==> src/pkg/qhif_pkg.sv <==
// constants shared by the host microcontroller port
package qhif_pkg;

  // ---------------------------------------------------------------
  // bus widths
  // ---------------------------------------------------------------
  localparam int ADDR_W      = 7;
  localparam int DATA_W      = 8;
  localparam int SYNC_W      = 20;

  // ---------------------------------------------------------------
  // bit positions inside the synchroniser vector
  // ---------------------------------------------------------------
  localparam int IN_CS       = 0;
  localparam int IN_ALE      = 1;
  localparam int IN_STRB_A   = 2;
  localparam int IN_STRB_B   = 3;
  localparam int IN_WAKE     = 4;
  localparam int IN_AD       = 5;
  localparam int IN_A        = 13;

  // ---------------------------------------------------------------
  // serial port pin use on the shared lines
  // ---------------------------------------------------------------
  localparam int SER_CLK_BIT = 5;
  localparam int SER_RX_BIT  = 6;
  localparam int SER_TX_BIT  = 7;
  localparam logic [4:0] SER_HDR_BITS  = 5'h08;
  localparam logic [4:0] SER_LAST_BIT  = 5'h10;

  // ---------------------------------------------------------------
  // internal register addresses for the slot strobes
  // ---------------------------------------------------------------
  localparam logic [6:0] STROBE1_ADDR  = 7'h30;
  localparam logic [6:0] STROBE2_ADDR  = 7'h31;
  localparam logic [7:0] STROBE_RST    = 8'h00;
  localparam int STROBE_EN_BIT = 7;

  // ---------------------------------------------------------------
  // timing
  // ---------------------------------------------------------------
  localparam longint CLK_HZ        = 250000000;
  localparam longint DCL_HZ        = 1536000;
  localparam longint FSC_HZ        = 8000;
  localparam int     DCL_HALF_CYC  = int'(CLK_HZ / (2 * DCL_HZ));
  localparam int     DCL_PER_FRAME = int'(DCL_HZ / FSC_HZ);
  localparam int     MCLK_HALF_CYC = 4;
  localparam int     SYSTEM_RESET_OUT_N_CYC      = 16;

endpackage : qhif_pkg

==> src/logic/qhif_host_port.sv <==
// parallel and serial host port with clock, strobe and reset pins
//
// How it works
// RULE1: access counts only while chip select is low.
// RULE2: multiplexed mode latches address on falling edge of address latch.
// RULE3: address latch activity selects multiplexed versus non-multiplexed bus.
// RULE4: strobe convention: direction line high means read, low means write.
// RULE5: strobe convention: rising data strobe ends a valid read or write.
// RULE6: separate strobes: read strobe reads, write strobe writes a register.
// RULE7: non-multiplexed: seven dedicated address inputs, eight data lines.
// RULE8: indirect mode looks only at lowest dedicated address input.
// RULE9: multiplexed mode ignores the dedicated address inputs.
// RULE10: serial port clock arrives on shared line five.
// RULE11: serial data in on line six, out on line seven.
// RULE12: low reset input resets the device.
// RULE13: open-drain active-low reset output toward the system.
// RULE14: open-drain interrupt output asserted while a request is pending.
// RULE15: clock output for the attached microcontroller.
// RULE16: low wake input during power down restarts serial bus clocks.
// RULE17: two programmable slot strobes mark chosen time slots.
// RULE18: frame sync runs at 8 kHz.
// RULE19: double-rate clock runs at 1.536 MHz, twice the bit clock.
// RULE20: port type and strobe convention fixed at reset, stable afterwards.
`timescale 1ns/10ps
`default_nettype none
module qhif_host_port
  import qhif_pkg::*;
(
  input  wire logic              clk,
  input  wire logic              rst_n,
  input  wire logic              mode_serial,
  input  wire logic              mode_strobe_ds,
  input  wire logic              mode_indirect,
  input  wire logic              power_down,
  input  wire logic              irq_pending,
  input  wire logic              chip_select_n,
  input  wire logic              addr_latch,
  input  wire logic              read_strobe_n,
  input  wire logic              write_strobe_n,
  input  wire logic [DATA_W-1:0] shared_addr_data_lines_in,
  output logic      [DATA_W-1:0] shared_addr_data_lines_out,
  output logic      [DATA_W-1:0] shared_addr_data_lines_oe_n,
  input  wire logic [ADDR_W-1:0] dedicated_addr_inputs,
  input  wire logic              wake_request_n,
  output logic                   system_reset_out_n_o,
  output logic                   system_reset_out_n_oe_n,
  output logic                   host_irq_n_o,
  output logic                   host_irq_n_oe_n,
  output logic                   mcu_clk,
  output logic                   frame_sync,
  output logic                   double_rate_clock,
  output logic                   bit_rate_clock,
  output logic                   slot_strobe_one,
  output logic                   slot_strobe_two
);

  function automatic logic slot_hit(input logic [7:0] cfg, input logic [7:0] pos);
    slot_hit = cfg[STROBE_EN_BIT] && (pos[7:4] == cfg[3:0]);
  endfunction : slot_hit

  // ---------------------------------------------------------------
  // pin synchronisers and glitch filter
  // ---------------------------------------------------------------
  logic [SYNC_W-1:0] pin_vec, s1_r, s2_r, s3_r, flt_r, flt_nxt;
  assign pin_vec = {dedicated_addr_inputs, shared_addr_data_lines_in, wake_request_n,
                    write_strobe_n, read_strobe_n, addr_latch, chip_select_n};

  genvar gi;
  generate
    for (gi = 0; gi < SYNC_W; gi++) begin : g_flt
      // only an agreed second and third stage may move the filtered level
      assign flt_nxt[gi] = (s2_r[gi] == s3_r[gi]) ? s3_r[gi] : flt_r[gi];
    end
  endgenerate

  always_ff @(posedge clk) begin
    s1_r <= pin_vec;
    s2_r <= s1_r;
    s3_r <= s2_r;
    if (!rst_n) begin
      // address latch idles low: a high reset level would fake a falling edge
      flt_r         <= {SYNC_W{1'b1}};
      flt_r[IN_ALE] <= 1'b0;
    end else begin
      flt_r <= flt_nxt;
    end
  end

  logic cs_act, ale_fall, a_fall, a_rise, b_rise, a_low, b_lvl;
  logic [7:0] ad_old;
  assign cs_act   = !flt_r[IN_CS];  // see RULE1
  assign ale_fall = flt_r[IN_ALE] && !flt_nxt[IN_ALE];
  assign a_fall   = flt_r[IN_STRB_A] && !flt_nxt[IN_STRB_A];
  assign a_rise   = !flt_r[IN_STRB_A] && flt_nxt[IN_STRB_A];
  assign b_rise   = !flt_r[IN_STRB_B] && flt_nxt[IN_STRB_B];
  assign a_low    = !flt_r[IN_STRB_A];
  assign b_lvl    = flt_r[IN_STRB_B];
  assign ad_old   = flt_r[IN_AD +: 8];

  // ---------------------------------------------------------------
  // mode straps, reset output
  // ---------------------------------------------------------------
  logic serial_r, ds_r, indir_r, muxed_r, serial_nxt, ds_nxt, indir_nxt, muxed_nxt;
  logic [4:0] system_reset_out_n_r, system_reset_out_n_nxt;

  always_comb begin
    serial_nxt = serial_r;
    ds_nxt     = ds_r;
    indir_nxt  = indir_r;
    muxed_nxt  = muxed_r;
    system_reset_out_n_nxt   = system_reset_out_n_r;
    if (!rst_n) begin  // see RULE12
      serial_nxt = mode_serial;  // see RULE20
      ds_nxt     = mode_strobe_ds;
      indir_nxt  = mode_indirect;
      muxed_nxt  = 1'b0;
      system_reset_out_n_nxt   = 5'(SYSTEM_RESET_OUT_N_CYC);
    end else begin
      if (ale_fall && !serial_r) begin
        muxed_nxt = 1'b1;  // see RULE3
      end
      if (system_reset_out_n_r != 5'h00) begin
        system_reset_out_n_nxt = system_reset_out_n_r - 5'h01;
      end
    end
  end

  always_ff @(posedge clk) begin
    serial_r <= serial_nxt;
    ds_r     <= ds_nxt;
    indir_r  <= indir_nxt;
    muxed_r  <= muxed_nxt;
    system_reset_out_n_r   <= system_reset_out_n_nxt;
  end

  assign system_reset_out_n_o    = 1'b0;
  assign system_reset_out_n_oe_n = (system_reset_out_n_r == 5'h00);  // see RULE13
  assign host_irq_n_o            = 1'b0;
  assign host_irq_n_oe_n         = !irq_pending;  // see RULE14

  // ---------------------------------------------------------------
  // parallel access decode
  // ---------------------------------------------------------------
  logic [6:0] lat_r, lat_nxt, ptr_r, ptr_nxt, ea;
  logic       rd_start, rd_act, wr_end, use_ptr;
  logic [7:0] dout_r, dout_nxt;
  logic       rdpend_r, rdpend_nxt;

  assign rd_start = !serial_r && cs_act && a_fall && (ds_r ? b_lvl : 1'b1);  // see RULE4
  assign rd_act   = !serial_r && cs_act && a_low && (ds_r ? b_lvl : 1'b1);  // see RULE6
  assign wr_end   = !serial_r && cs_act && (ds_r ? (a_rise && !b_lvl) : b_rise);  // see RULE5
  // see RULE9
  assign ea       = muxed_r ? lat_r
                  : indir_r ? {6'h00, flt_r[IN_A]}  // see RULE8
                  : flt_r[IN_A +: 7];  // see RULE7
  assign use_ptr  = indir_r && !ea[0];

  logic       ser_re, ser_we;
  logic [6:0] ser_addr;
  logic [7:0] ser_wdata, mem_rdata;
  logic       mem_we, mem_re;
  logic [6:0] mem_waddr, mem_raddr;
  logic [7:0] mem_wdata;

  assign mem_re    = (rd_start && !use_ptr) || ser_re;
  assign mem_raddr = serial_r ? ser_addr : (indir_r ? ptr_r : ea);
  assign mem_we    = (wr_end && !use_ptr) || ser_we;
  assign mem_waddr = mem_raddr;
  assign mem_wdata = serial_r ? ser_wdata : ad_old;

  always_comb begin
    lat_nxt    = lat_r;
    ptr_nxt    = ptr_r;
    dout_nxt   = dout_r;
    rdpend_nxt = 1'b0;
    if (ale_fall) begin
      lat_nxt = flt_r[IN_AD +: 7];  // see RULE2
    end
    if (wr_end && use_ptr) begin
      ptr_nxt = ad_old[6:0];
    end
    if (rd_start) begin
      rdpend_nxt = !use_ptr;
      if (use_ptr) begin
        dout_nxt = {1'b0, ptr_r};
      end
    end
    if (rdpend_r) begin
      dout_nxt = mem_rdata;
    end
  end

  always_ff @(posedge clk) begin
    if (!rst_n) begin
      lat_r    <= 7'h00;
      ptr_r    <= 7'h00;
      dout_r   <= 8'h00;
      rdpend_r <= 1'b0;
    end else begin
      lat_r    <= lat_nxt;
      ptr_r    <= ptr_nxt;
      dout_r   <= dout_nxt;
      rdpend_r <= rdpend_nxt;
    end
  end

  qhif_regmem #(.AW(ADDR_W), .DW(DATA_W)) u_mem (
    .clk   (clk),
    .we    (mem_we),
    .waddr (mem_waddr),
    .wdata (mem_wdata),
    .re    (mem_re),
    .raddr (mem_raddr),
    .rdata (mem_rdata)
  );

  // ---------------------------------------------------------------
  // serial port: 8 header bits (read flag, address) then 8 data bits
  // ---------------------------------------------------------------
  logic [4:0] scnt_r, scnt_nxt;
  logic [7:0] sin_r, sin_nxt, hdr_r, hdr_nxt, sout_r, sout_nxt;
  logic       sload_r, sload_nxt, sclk_rise, sclk_fall, sin_bit;

  assign sclk_rise = !flt_r[IN_AD + SER_CLK_BIT] && flt_nxt[IN_AD + SER_CLK_BIT];  // see RULE10
  assign sclk_fall = flt_r[IN_AD + SER_CLK_BIT] && !flt_nxt[IN_AD + SER_CLK_BIT];
  assign sin_bit   = flt_r[IN_AD + SER_RX_BIT];  // see RULE11
  assign sin_nxt   = sclk_rise ? {sin_r[6:0], sin_bit} : sin_r;
  assign ser_re    = serial_r && cs_act && sclk_rise && (scnt_r == SER_HDR_BITS - 5'h01)
                     && sin_r[6];
  assign ser_we    = serial_r && cs_act && sclk_rise && (scnt_r == SER_LAST_BIT - 5'h01)
                     && !hdr_r[7];
  assign ser_addr  = (scnt_r == SER_HDR_BITS - 5'h01) ? {sin_r[5:0], sin_bit} : hdr_r[6:0];
  assign ser_wdata = {sin_r[6:0], sin_bit};

  always_comb begin
    scnt_nxt  = scnt_r;
    hdr_nxt   = hdr_r;
    sout_nxt  = sout_r;
    sload_nxt = ser_re;
    if (!cs_act || !serial_r) begin
      scnt_nxt = 5'h00;
    end else if (sclk_rise && scnt_r != SER_LAST_BIT) begin
      scnt_nxt = scnt_r + 5'h01;
      if (scnt_r == SER_HDR_BITS - 5'h01) begin
        hdr_nxt = {sin_r[6:0], sin_bit};
      end
    end
    if (sload_r) begin
      sout_nxt = mem_rdata;
    end else if (sclk_fall && scnt_r > SER_HDR_BITS) begin
      sout_nxt = {sout_r[6:0], 1'b0};
    end
  end

  always_ff @(posedge clk) begin
    if (!rst_n) begin
      scnt_r  <= 5'h00;
      sin_r   <= 8'h00;
      hdr_r   <= 8'h00;
      sout_r  <= 8'h00;
      sload_r <= 1'b0;
    end else begin
      scnt_r  <= scnt_nxt;
      sin_r   <= sin_nxt;
      hdr_r   <= hdr_nxt;
      sout_r  <= sout_nxt;
      sload_r <= sload_nxt;
    end
  end

  always_comb begin
    shared_addr_data_lines_out  = dout_r;
    shared_addr_data_lines_oe_n = {8{!rd_act}};
    if (serial_r) begin
      shared_addr_data_lines_out  = {sout_r[7], 7'h00};  // see RULE11
      shared_addr_data_lines_oe_n = {!(cs_act && hdr_r[7] && scnt_r >= SER_HDR_BITS), 7'h7f};
    end
  end

  // ---------------------------------------------------------------
  // serial bus clocks, frame sync, slot strobes, micro clock
  // ---------------------------------------------------------------
  logic       run;
  logic [7:0] div_r, div_nxt, pos_r, pos_nxt, st1_r, st1_nxt, st2_r, st2_nxt;
  logic [2:0] mdiv_r, mdiv_nxt;
  logic       dcl_r, dcl_nxt, bcl_r, bcl_nxt, mclk_r, mclk_nxt;

  // a stopped bus restarts at frame start, so no partial frame is seen
  assign run = !power_down || !flt_r[IN_WAKE];  // see RULE16

  always_comb begin
    div_nxt  = div_r;
    dcl_nxt  = dcl_r;
    bcl_nxt  = bcl_r;
    pos_nxt  = pos_r;
    mdiv_nxt = mdiv_r + 3'h1;
    mclk_nxt = mclk_r;
    st1_nxt  = st1_r;
    st2_nxt  = st2_r;
    if (!run) begin
      div_nxt = 8'h00;
      dcl_nxt = 1'b0;
      bcl_nxt = 1'b0;
      pos_nxt = 8'h00;
    end else if (div_r == 8'(DCL_HALF_CYC - 1)) begin  // see RULE19
      div_nxt = 8'h00;
      dcl_nxt = !dcl_r;
      if (dcl_r) begin
        bcl_nxt = !bcl_r;
        pos_nxt = (pos_r == 8'(DCL_PER_FRAME - 1)) ? 8'h00 : pos_r + 8'h01;  // see RULE18
      end
    end else begin
      div_nxt = div_r + 8'h01;
    end
    if (mdiv_r == 3'(MCLK_HALF_CYC - 1)) begin
      mdiv_nxt = 3'h0;
      mclk_nxt = !mclk_r;  // see RULE15
    end
    if (mem_we && mem_waddr == STROBE1_ADDR) begin
      st1_nxt = mem_wdata;
    end
    if (mem_we && mem_waddr == STROBE2_ADDR) begin
      st2_nxt = mem_wdata;
    end
  end

  always_ff @(posedge clk) begin
    if (!rst_n) begin
      div_r  <= 8'h00;
      dcl_r  <= 1'b0;
      bcl_r  <= 1'b0;
      pos_r  <= 8'h00;
      mdiv_r <= 3'h0;
      mclk_r <= 1'b0;
      st1_r  <= STROBE_RST;
      st2_r  <= STROBE_RST;
    end else begin
      div_r  <= div_nxt;
      dcl_r  <= dcl_nxt;
      bcl_r  <= bcl_nxt;
      pos_r  <= pos_nxt;
      mdiv_r <= mdiv_nxt;
      mclk_r <= mclk_nxt;
      st1_r  <= st1_nxt;
      st2_r  <= st2_nxt;
    end
  end

  assign double_rate_clock = dcl_r;
  assign bit_rate_clock    = bcl_r;
  assign frame_sync        = run && (pos_r < 8'h02);  // see RULE18
  assign mcu_clk           = mclk_r;
  assign slot_strobe_one   = run && slot_hit(st1_r, pos_r);  // see RULE17
  assign slot_strobe_two   = run && slot_hit(st2_r, pos_r);  // see RULE17

endmodule : qhif_host_port
`default_nettype wire

==> src/logic/qhif_regmem.sv <==
// register store behind the host port, registered read
`timescale 1ns/10ps
`default_nettype none
module qhif_regmem #(
  parameter int AW = 7,
  parameter int DW = 8
) (
  input  wire logic          clk,
  input  wire logic          we,
  input  wire logic [AW-1:0] waddr,
  input  wire logic [DW-1:0] wdata,
  input  wire logic          re,
  input  wire logic [AW-1:0] raddr,
  output logic      [DW-1:0] rdata
);

  logic [DW-1:0] mem [0:(1<<AW)-1];

  always_ff @(posedge clk) begin
    if (we) begin
      mem[waddr] <= wdata;
    end
    if (re) begin
      rdata <= mem[raddr];
    end
  end

endmodule : qhif_regmem
`default_nettype wire

==> config.mk <==
export PLATFORM = sky130hd
export DESIGN_NAME = qhif_host_port
export DESIGN_NICKNAME = d
export VERILOG_FILES = /design/src/pkg/qhif_pkg.sv /design/src/logic/qhif_host_port.sv /design/src/logic/qhif_regmem.sv
export SDC_FILE = /design/constraint.sdc
export NUM_CORES = 1
export LEC_CHECK = 0
export BUFFER_PORTS_ARGS = -buffer_cell sky130_fd_sc_hd__buf_2
export CAP_MARGIN = 5
export CORE_ASPECT_RATIO = 1.25
export CORE_MARGIN = 2
export CORE_UTILIZATION = 45
export DETAILED_ROUTE_END_ITERATION = 10
export PLACE_DENSITY_LB_ADDON = 0.08
export SLEW_MARGIN = 5
export SYNTH_ARGS = -nofsm -noshare
export SYNTH_HDL_FRONTEND = slang
export SYNTH_HIERARCHICAL = 1
export SYNTH_SLANG_ARGS = --single-unit
==> constraint.sdc <==
create_clock -name clk -period 4.6 [get_ports clk]
set_clock_uncertainty 0.1 [all_clocks]
set_input_delay 0 -clock clk [delete_from_list [all_inputs] [get_ports clk]]
set_output_delay 0 -clock clk [all_outputs]
set_load 0.1 [all_outputs]
==> flow_summary.json, run 1 <==
{
  "status": "finished clean",
  "start_kind": "flop",
  "core-area_um2": 102000,
  "cp_slowest_cell": "mux4_2",
  "global_route.usage.total": 0.214,
  "diodes": 0,
  "grt_setup_unrepaired": "false",
  "rows": 131,
  "wl_per_cell_um": 27.8,
  "finalHoldViolations": 0,
  "critPathTopFamily": "multiplexers",
  "slew_viol_final": 0,
  "critical_path.max_stage_delay_ns": 0.61,
  "reg2reg_setup_slack_ns": 0.20,
  "drc": 0,
  "die_w_um": 291,
  "ys_types": 56,
  "yosysSeqAreaShare": 0.744,
  "ctsRootBufferMaster": "clkbuf_16",
  "syn_avg_cell_area_um2": 20.2,
  "grt_pass1_wl_mm": 164,
  "final_core_util": 0.528,
  "ant_nets": 0,
  "relSlewSlack": 0.206,
  "drt_iter0_drc": 1876,
  "fin_area_um2": 53900,
  "total_power_w": 0.0235,
  "setup_violations": 0,
  "fp.dieArea_um2": 106000,
  "cts_sinks": 1205,
  "p_per_area_nw_per_um2": 437,
  "nets": 2633,
  "clk_pin_slew_ns": 0.06,
  "period_needed_ns": 4.40,
  "grt_max_degree": 94,
  "synth_edf_count": 1035,
  "cp_max_fo": 21,
  "area_growth_pct": 16.3,
  "max_freq_ghz": 0.227,
  "crit_buf_inv": 3,
  "vias": 22647,
  "crit_required_ns": 4.96,
  "cp-end-kind": "flop",
  "ys_ff_latch": 1205,
  "portBuffers": 50,
  "path_cells": "ha_1 > and4bb_4 > nand3_1 > o311a_4 > clkinv_8 > buf_16 > buf_12 > mux4_2 > mux4_2 > mux4_2 > mux2_2",
  "criticalPathCategory": "reg2reg",
  "yosysWarnings": 6,
  "worst_pin_slew_ns": 1.19,
  "htreeDepth": 3,
  "gp_congestion": 0.815,
  "clock_latency_ns": 0.70,
  "ios": 53,
  "cp_data_arrival_time_ns": 4.76,
  "drive_gt1_frac": 0.304,
  "hold_class": "in2reg",
  "start_util": 0.454,
  "place_area_um2": 49500,
  "dieHeight_um": 363,
  "syn-cell-area_um2": 46300,
  "grt.overflow.total": 0,
  "period_share": 0.957,
  "crit_top_cell": "mux4_2",
  "p_leak_nw": 17.2,
  "synth-main-ff-cell": "edfxtp_1",
  "grt_pass1_vias": 23795,
  "ir_worst_vdd_mv": 0.334,
  "antenna_found_initial": 2,
  "syn_inst": 2295,
  "totalWireLength_mm": 112,
  "cts_buffers": 114,
  "ys_async_sr_fraction": 0,
  "dr.pass1.iters": 7,
  "max_cap_viol_count": 0,
  "cts_tree": "done",
  "fin_tns_setup_ns": 0,
  "via_per_inst": 5.63,
  "clock_path_buffers": 3,
  "dp_hpwl_mm": 71.0
}
==> cell usage in the layout (no fill, tap or decap), types with 24 or more instances in the layout <==
cell	n
nor3_1	24
buf_2	50
mux4_2	336
dlygate4sd3_1	48
edfxtp_1	1035
nand3_1	30
a21oi_1	31
buf_4	190
nand2_1	41
mux2i_1	56
clkbuf_16	117
nor2_1	225
clkinv_1	29
o21ai_0	35
dfxtp_1	170
==> synthesized netlist by cell type, drive strengths merged (11+ instances only) <==
cell | number | share of area
clkbuf | 56 | 0.0045
nor2 | 226 | 0.018
mux2i | 56 | 0.012
dfxtp | 170 | 0.073
nor3 | 34 | 0.0048
nand2 | 41 | 0.0033
nand3 | 30 | 0.0032
nor2b | 17 | 0.0023
edfxtp | 1035 | 0.67
xnor2 | 11 | 0.0021
inv | 20 | 0.0016
mux2 | 23 | 0.0056
xor2 | 15 | 0.0028
buf | 67 | 0.0086
a21oi | 41 | 0.0052
mux4 | 336 | 0.16
o21ai | 40 | 0.0044
==> sequential cells by signal, summed over array words and instances, names as in the netlist, 20 cells and up <==
| register | cells |
|---|---|
| flt_r | 20 |
| s3_r | 20 |
| s1_r | 20 |
| s2_r | 20 |
| u_mem/mem | 1024 |
==> cell type report <==
| class | count | area (um2) |
|---|---|---|
| clock buffer | 137 | 2990 |
| clock inverter | 76 | 826 |
| fill | 7933 | 48200 |
| inverter | 20 | 87.6 |
| multi-input combinational | 948 | 11300 |
| sequential | 1205 | 34500 |
| tap | 1330 | 1660 |
| timing repair buffer | 308 | 2590 |
==> path summary, 6_finish.rpt <==
kind	depth (start not counted)	to	startpoint
max	11	u_mem/rdata[1]$_DFFE_PP_	scnt_r[0]$_SDFFE_PP0P_
min	4	flt_r[4]$_SDFFE_PN1N_	rst_n
max reg2reg	11	u_mem/rdata[1]$_DFFE_PP_	scnt_r[0]$_SDFFE_PP0P_
min reg2reg	0	s2_r[2]$_DFF_P_	s1_r[2]$_DFF_P_
==> routing by layer <==
| layer | track usage | vias to the layer above | share of wire |
|---|---|---|---|
| met5 | 0 | - | 0 |
| met3 | 0.0262 | 130 | 0.038 |
| li1 | - | 9880 | - |
| met1 | 0.271 | 12145 | 0.41 |
| met2 | 0.384 | 492 | 0.53 |
| met4 | 0.0708 | 0 | 0.027 |
==> power by group <==
group,internal [W],total [W],switching [W]
registers,0.0121,0.0121,0.0000543
clock network,0.00557,0.00959,0.00401
logic,0.000753,0.00183,0.00108
==> timing repair <==
item                                    CTS  global route
hold buffers                             48             0
buffers inserted                          0             0
endpoints found under the setup margin    0             6
resized for setup                         0             5
hold endpoints to repair                 79             0
==> worst reg2reg max path: stages, from the launching register on <==
cell,delay (ns)
dfxtp_1,0.40
ha_1,0.22
and4bb_4,0.38
nand3_1,0.13
o311a_4,0.17
clkinv_8,0.16
buf_16,0.30
buf_12,0.27
mux4_2,0.55
mux4_2,0.57
mux4_2,0.61
mux2_2,0.31
==> per-stage QoR <==
stage               std cells  hold slack (ns)  setup WS, ns
finish                   4024            0.218         0.198
global route             4024            0.232        0.0713
CTS                      4022            0.186        0.0323
detailed placement       3761          0.00529        0.0458
global placement         3761          0.00474        0.0256
floorplan                2296          -0.0723         0.452
==> logic make-up (layout without fill, tap and decap cells) <==
group                    Yosys count  in the layout  synth area share
buffers and inverters            143            541            0.0148
AO/OA/AOI/OAI                    102            102            0.0134
XOR/XNOR                          26             26           0.00492
adder cells (fa/ha/maj)            9              9           0.00243
other                              1              2         0.0000809
multiplexers                     415            415             0.181
AND/OR/NAND/NOR                  394            394            0.0390
flip-flops                      1205           1205             0.744
(Power assumes the default switching activity.)
==> run 2, diff against run 1 <==
--- a/config.mk
+++ b/config.mk
@@ -10,6 +10,7 @@
 export CORE_ASPECT_RATIO = 1.25
 export CORE_MARGIN = 2
 export CORE_UTILIZATION = 45
+export CTS_BUF_LIST = sky130_fd_sc_hd__clkbuf_16
 export DETAILED_ROUTE_END_ITERATION = 10
 export PLACE_DENSITY_LB_ADDON = 0.08
 export SLEW_MARGIN = 5
==> constraint.sdc (replaced) <==
create_clock -name clk -period 4.6 [get_ports clk]
set_clock_uncertainty 0.1 [all_clocks]
set_input_delay 0.23 -clock clk [delete_from_list [all_inputs] [get_ports clk]]
set_output_delay 0.23 -clock clk [all_outputs]
set_load 0.1 [all_outputs]
==> run 2 against run 1 <==
Against the previous run:
- final area is 0.24% lower
- fmax shrank 0.91%
- critical path depth unchanged
- clock power increased by 2%
- non-clock buffer count is 24 lower
- first-iteration DRC count is 4.1% lower
- clock-buffer cell count shrank 14
- worst hold slack worse by 0.16 ns
- critical endpoint is now u_mem/rdata[6]$_DFFE_PP_
==> flow_summary.json, run 2 (synthesis results as in run 1) <==
{
  "post-place-cells": 3761,
  "rows": 131,
  "layout_common_cells": "edfxtp_1, mux4_2, nor2_1",
  "ctsRootBufferMaster": "clkbuf_16",
  "fp.dieArea_um2": 106000,
  "die_w_um": 291,
  "start_kind": "flop",
  "max_cap_viol_count": 0,
  "p_leak_nw": 17.3,
  "final-instance-count-excl-fill": 4008,
  "period_needed_ns": 4.44,
  "cp_max_fo": 28,
  "clk_pin_slew_ns": 0.06,
  "diodes": 0,
  "grt_pass1_wl_mm": 163,
  "grt_max_degree": 94,
  "cts_sinks": 1205,
  "totalWireLength_mm": 112,
  "antenna_found_initial": 2,
  "criticalPathCategory": "reg2reg",
  "core-area_um2": 102000,
  "ios": 53,
  "largest_reg_flops": 1024,
  "htreeDepth": 3,
  "clock_latency_ns": 0.71,
  "cp_data_arrival_time_ns": 4.80,
  "cts_buffers": 116,
  "cts_tree": "done",
  "global_route.usage.total": 0.214,
  "fin_tns_setup_ns": 0,
  "grt_setup_unrepaired": "false",
  "slew_viol_final": 0,
  "max_freq_ghz": 0.225,
  "portBuffers": 50,
  "drt_iter0_drc": 1800,
  "total_power_w": 0.0237,
  "relSlewSlack": 0.219,
  "place_area_um2": 49500,
  "drc": 0,
  "cp-end-kind": "flop",
  "wl_per_cell_um": 27.9,
  "ir_worst_vdd_mv": 0.297,
  "via_per_inst": 5.66,
  "status": "finished clean",
  "nets": 2611,
  "hold_class": "in2reg",
  "drive_gt1_frac": 0.312,
  "setup_violations": 0,
  "crit_required_ns": 4.95,
  "finalHoldViolations": 0,
  "grt.overflow.total": 0,
  "period_share": 0.966,
  "dieHeight_um": 363,
  "largest_register": "u_mem/mem",
  "start_util": 0.454,
  "dp_hpwl_mm": 71.3,
  "fillers": 7972,
  "grt_pass1_vias": 23749,
  "fin_area_um2": 53800,
  "final_common_cell": "edfxtp_1",
  "p_per_area_nw_per_um2": 440,
  "vias": 22694,
  "ant_nets": 0,
  "area_growth_pct": 16.0,
  "worst_pin_slew_ns": 1.17,
  "clock_path_buffers": 3,
  "gp_congestion": 0.815,
  "dr.pass1.iters": 5,
  "post_cts_buffers": 0
}
[run 2: changes by cell type in the layout (fill, tap and decap cells not counted), moves of 3 or more]
cell           change
dlygate4sd3_1     -23
clkbuf_1          -19
inv_1             +16
clkinv_2          +12
clkbuf_16          +7
clkinv_1           -7
clkbuf_8           -3
clkinvlp_4         +3
[run 2: cell type report]
| class | count | area, um2 | share of cell area |
|---|---|---|---|
| Inverter | 20 | 87.6 | 0.00163 |
| Multi-Input combinational cell | 948 | 11300 | 0.209 |
| Sequential cell | 1205 | 34500 | 0.641 |
| Timing Repair Buffer | 284 | 2330 | 0.0433 |
| Clock inverter | 98 | 870 | 0.0162 |
| Clock buffer | 123 | 3080 | 0.0573 |
| Tap cell | 1330 | 1660 | 0.0310 |
[run 2: final timing paths]
check / start / to / slack (ns) / depth (start not counted)
max: scnt_r[0]$_SDFFE_PP0P_ / u_mem/rdata[6]$_DFFE_PP_ / 0.16 / 11
min: dedicated_addr_inputs[3] / s1_r[16]$_DFF_P_ / 0.06 / 2
max reg2reg: scnt_r[0]$_SDFFE_PP0P_ / u_mem/rdata[6]$_DFFE_PP_ / 0.16 / 11
min reg2reg: s1_r[15]$_DFF_P_ / s2_r[15]$_DFF_P_ / 0.23 / 0
[run 2: worst max-delay path, cell delays in order (launching register included)]
cell and delay, ns:
dfxtp_1 0.40, ha_1 0.22, and4bb_4 0.38, nand3_1 0.12
o311a_4 0.16, clkinv_8 0.16, buf_12 0.27, buf_16 0.26
mux4_2 0.55, mux4_2 0.56, mux4_2 0.60, mux2_2 0.32
[run 2: report_power, final]
part | internal, W | switching (W) | total, W
Clock | 0.00566 | 0.00408 | 0.00975
Sequential | 0.0121 | 0.0000523 | 0.0121
Combinational | 0.000735 | 0.00107 | 0.00181
[run 2: routing by layer]
layer / part of all wire / track usage
met1: 0.40 / 0.269
met2: 0.53 / 0.388
met3: 0.037 / 0.0232
met4: 0.026 / 0.0699
met5: 0 / 0
[run 2: what timing repair did]
action	CTS	global route
resized for setup	0	4
setup endpoints to repair	0	7
endpoints found under the hold margin	58	0
hold buffers	25	0
[run 2: metrics by stage]
stage,hold WS (ns),setup slack (ns),utilization
2_1_floorplan,0.158,0.452,-
3_3_place_gp,0.216,0.0265,0.485
3_5_place_dp,0.212,0.0609,0.485
4_1_cts,0.00110,0.0383,0.526
5_1_grt,0.0341,0.00669,0.526
6_report,0.0614,0.158,0.526
==> run 3, diff against run 2 <==
--- a/config.mk
+++ b/config.mk
@@ -13,6 +13,7 @@
 export CTS_BUF_LIST = sky130_fd_sc_hd__clkbuf_16
 export DETAILED_ROUTE_END_ITERATION = 10
 export PLACE_DENSITY_LB_ADDON = 0.08
+export REMOVE_ABC_BUFFERS = 1
 export SLEW_MARGIN = 5
 export SYNTH_ARGS = -nofsm -noshare
 export SYNTH_HDL_FRONTEND = slang
==> run 3 against run 2 <==
Against the previous run:
- via count increased by 0.97%
- sequential cell count did not move
- critical path depth is the same
- register-to-register slack gained 0.15 ns
- cell count is 0.20% higher
- sequential power is essentially flat
==> flow_summary.json, run 3 (synthesis results as in run 1) <==
{
  "htreeDepth": 3,
  "p_per_area_nw_per_um2": 433,
  "reg2reg_setup_slack_ns": 0.31,
  "hold_class": "in2reg",
  "top_layer_used": "met4",
  "vias": 22915,
  "area_growth_pct": 15.7,
  "dp_hpwl_mm": 70.3,
  "start_kind": "flop",
  "fin_tns_setup_ns": 0,
  "drt_iter0_drc": 1882,
  "rows": 131,
  "die_w_um": 291,
  "internal_power_w": 0.0180,
  "ios": 53,
  "reg2reg_to": "u_mem/rdata[7]$_DFFE_PP_",
  "grt_pass1_vias": 23769,
  "global_route.usage.total": 0.217,
  "largest_reg_flops": 1024,
  "dr.pass1.iters": 5,
  "reg2reg_from": "scnt_r[0]$_SDFFE_PP0P_",
  "cts_resized": 0,
  "total_power_w": 0.0232,
  "wl_per_cell_um": 28.1,
  "grt.overflow.total": 0,
  "rr_worst_depth": 11,
  "period_share": 0.933,
  "post_cts_buffers": 0,
  "cp-end-kind": "flop",
  "power_frac_seq": 0.522,
  "crit_required_ns": 4.97,
  "worstHoldStart": "power_down",
  "ir_worst_vdd_mv": 0.335,
  "setup_violations": 0,
  "p_comb_frac": 0.077,
  "final_common_cell": "edfxtp_1",
  "drive_gt1_frac": 0.311,
  "swShare": 0.224,
  "cts_buffers": 117,
  "layout_common_cells": "edfxtp_1, mux4_2, nor2_1",
  "p_sw_w": 0.00519,
  "core-area_um2": 102000,
  "totalWireLength_mm": 113,
  "start_util": 0.454,
  "cp_slowest_cell": "mux4_2",
  "clkPwrFrac": 0.401,
  "nets": 2622,
  "max_cap_viol_count": 0,
  "gp_congestion": 0.778,
  "route.met2.wl_mm": 58.3,
  "ctsRootBufferMaster": "clkbuf_16",
  "slew_viol_final": 0,
  "path_cells": "ha_1 > and4bb_4 > nand3b_1 > o311a_1 > inv_8 > buf_12 > buf_12 > mux4_2 > mux4_2 > mux4_2 > mux2_2",
  "ant_nets": 0,
  "status": "finished clean",
  "critical_path.max_stage_delay_ns": 0.60,
  "cts_tree": "done",
  "grt_max_degree": 112,
  "grt_pass1_wl_mm": 166,
  "wl_met3_mm": 4.94,
  "relSlewSlack": 0.187,
  "worst_pin_slew_ns": 1.22,
  "via_per_inst": 5.71,
  "largest_register": "u_mem/mem",
  "dieHeight_um": 363,
  "cp_data_arrival_time_ns": 4.66,
  "clk_pin_slew_ns": 0.06,
  "diodes": 0,
  "cts_sinks": 1205,
  "portBuffers": 50,
  "finalHoldViolations": 0,
  "met1_length_mm": 47.3,
  "cp_max_fo": 31,
  "period_needed_ns": 4.29,
  "crit_top_cell": "mux4_2",
  "clock_latency_ns": 0.72,
  "fp.dieArea_um2": 106000,
  "hold_depth": 4,
  "fillers": 8038,
  "grt_setup_unrepaired": "false",
  "holdPathEnd": "pos_r[6]$_SDFFE_PN0P_",
  "drc": 0,
  "max_freq_ghz": 0.233,
  "p_leak_nw": 17.2,
  "criticalPathCategory": "reg2reg",
  "antenna_found_initial": 2,
  "clock_path_buffers": 3
}
## run 3: how the worst max path moves through the flow
| stage | startpoint | endpoint | depth (start not counted) | slack, ns |
|---|---|---|---|---|
| floorplan | serial_r$_DFFE_PN_ | u_mem/mem[71][0]$_DFFE_PP_ | 3 | -21.02 |
| global placement | scnt_r[0]$_SDFFE_PP0P_ | u_mem/rdata[0]$_DFFE_PP_ | 11 | 0.22 |
| detailed placement | scnt_r[0]$_SDFFE_PP0P_ | u_mem/rdata[0]$_DFFE_PP_ | 11 | 0.22 |
| CTS | scnt_r[0]$_SDFFE_PP0P_ | u_mem/rdata[0]$_DFFE_PP_ | 11 | 0.23 |
| global route | scnt_r[0]$_SDFFE_PP0P_ | u_mem/rdata[0]$_DFFE_PP_ | 11 | 0.10 |
| finish | scnt_r[0]$_SDFFE_PP0P_ | u_mem/rdata[7]$_DFFE_PP_ | 11 | 0.31 |
## run 3: power groups by stage
| stage | Clock (W) | Combinational [W] | Sequential [W] |
|---|---|---|---|
| floorplan | 0 | 0.00165 | 0.0123 |
| global route | 0.00995 | 0.00191 | 0.0121 |
| CTS | 0.00956 | 0.00183 | 0.0121 |
| finish | 0.00931 | 0.00179 | 0.0121 |
| detailed placement | 0 | 0.00180 | 0.0123 |
| global placement | 0 | 0.00177 | 0.0123 |
## run 3: repair_timing
item | in CTS | in global routing
hold buffers | 27 | 0
hold endpoints to repair | 45 | 0
setup endpoints to repair | 0 | 0
## run 3: worst max-delay path, delay by kind of cell (launching register included)
family | cells | cell delay [ns]
adders and majority gates | 1 | 0.24
AOI/OAI and AO/OA | 1 | 0.20
muxes | 4 | 1.96
DFF | 1 | 0.34
and+or+nand+nor | 2 | 0.36
buffers and inverters | 3 | 0.82
## run 3: final cells by class
| cell class | instances | area (um2) | area share |
|---|---|---|---|
| clock buffer | 122 | 3050 | 0.0570 |
| timing repair buffer | 294 | 2370 | 0.0443 |
| clock inverter | 97 | 687 | 0.0128 |
| inverter | 20 | 82.6 | 0.00154 |
| sequential | 1205 | 34500 | 0.643 |
| multi-input combinational | 948 | 11300 | 0.210 |
| tap | 1330 | 1660 | 0.0310 |
## run 3: metrics by stage
step / hold WS [ns] / std cells / setup WS (ns) / util / cell area, um2
final: 0.0283 / 4016 / 0.308 / 0.525 / 53600
after floorplan: 0.158 / 2173 / -21.02 / - / 45700
after global routing: 0.0390 / 4016 / 0.104 / 0.525 / 53600
after CTS: 0.00207 / 4016 / 0.234 / 0.525 / 53600
after global placement: 0.217 / 3770 / 0.219 / 0.485 / 49600
after detailed placement: 0.215 / 3770 / 0.221 / 0.485 / 49600
## run 3: per-layer routing
| metal | GRT usage | up-vias |
|---|---|---|
| met2 | 0.379 | 590 |
| li1 | - | 9860 |
| met1 | 0.290 | 12318 |
| met4 | 0.0611 | 0 |
| met5 | 0 | - |
| met3 | 0.0266 | 147 |
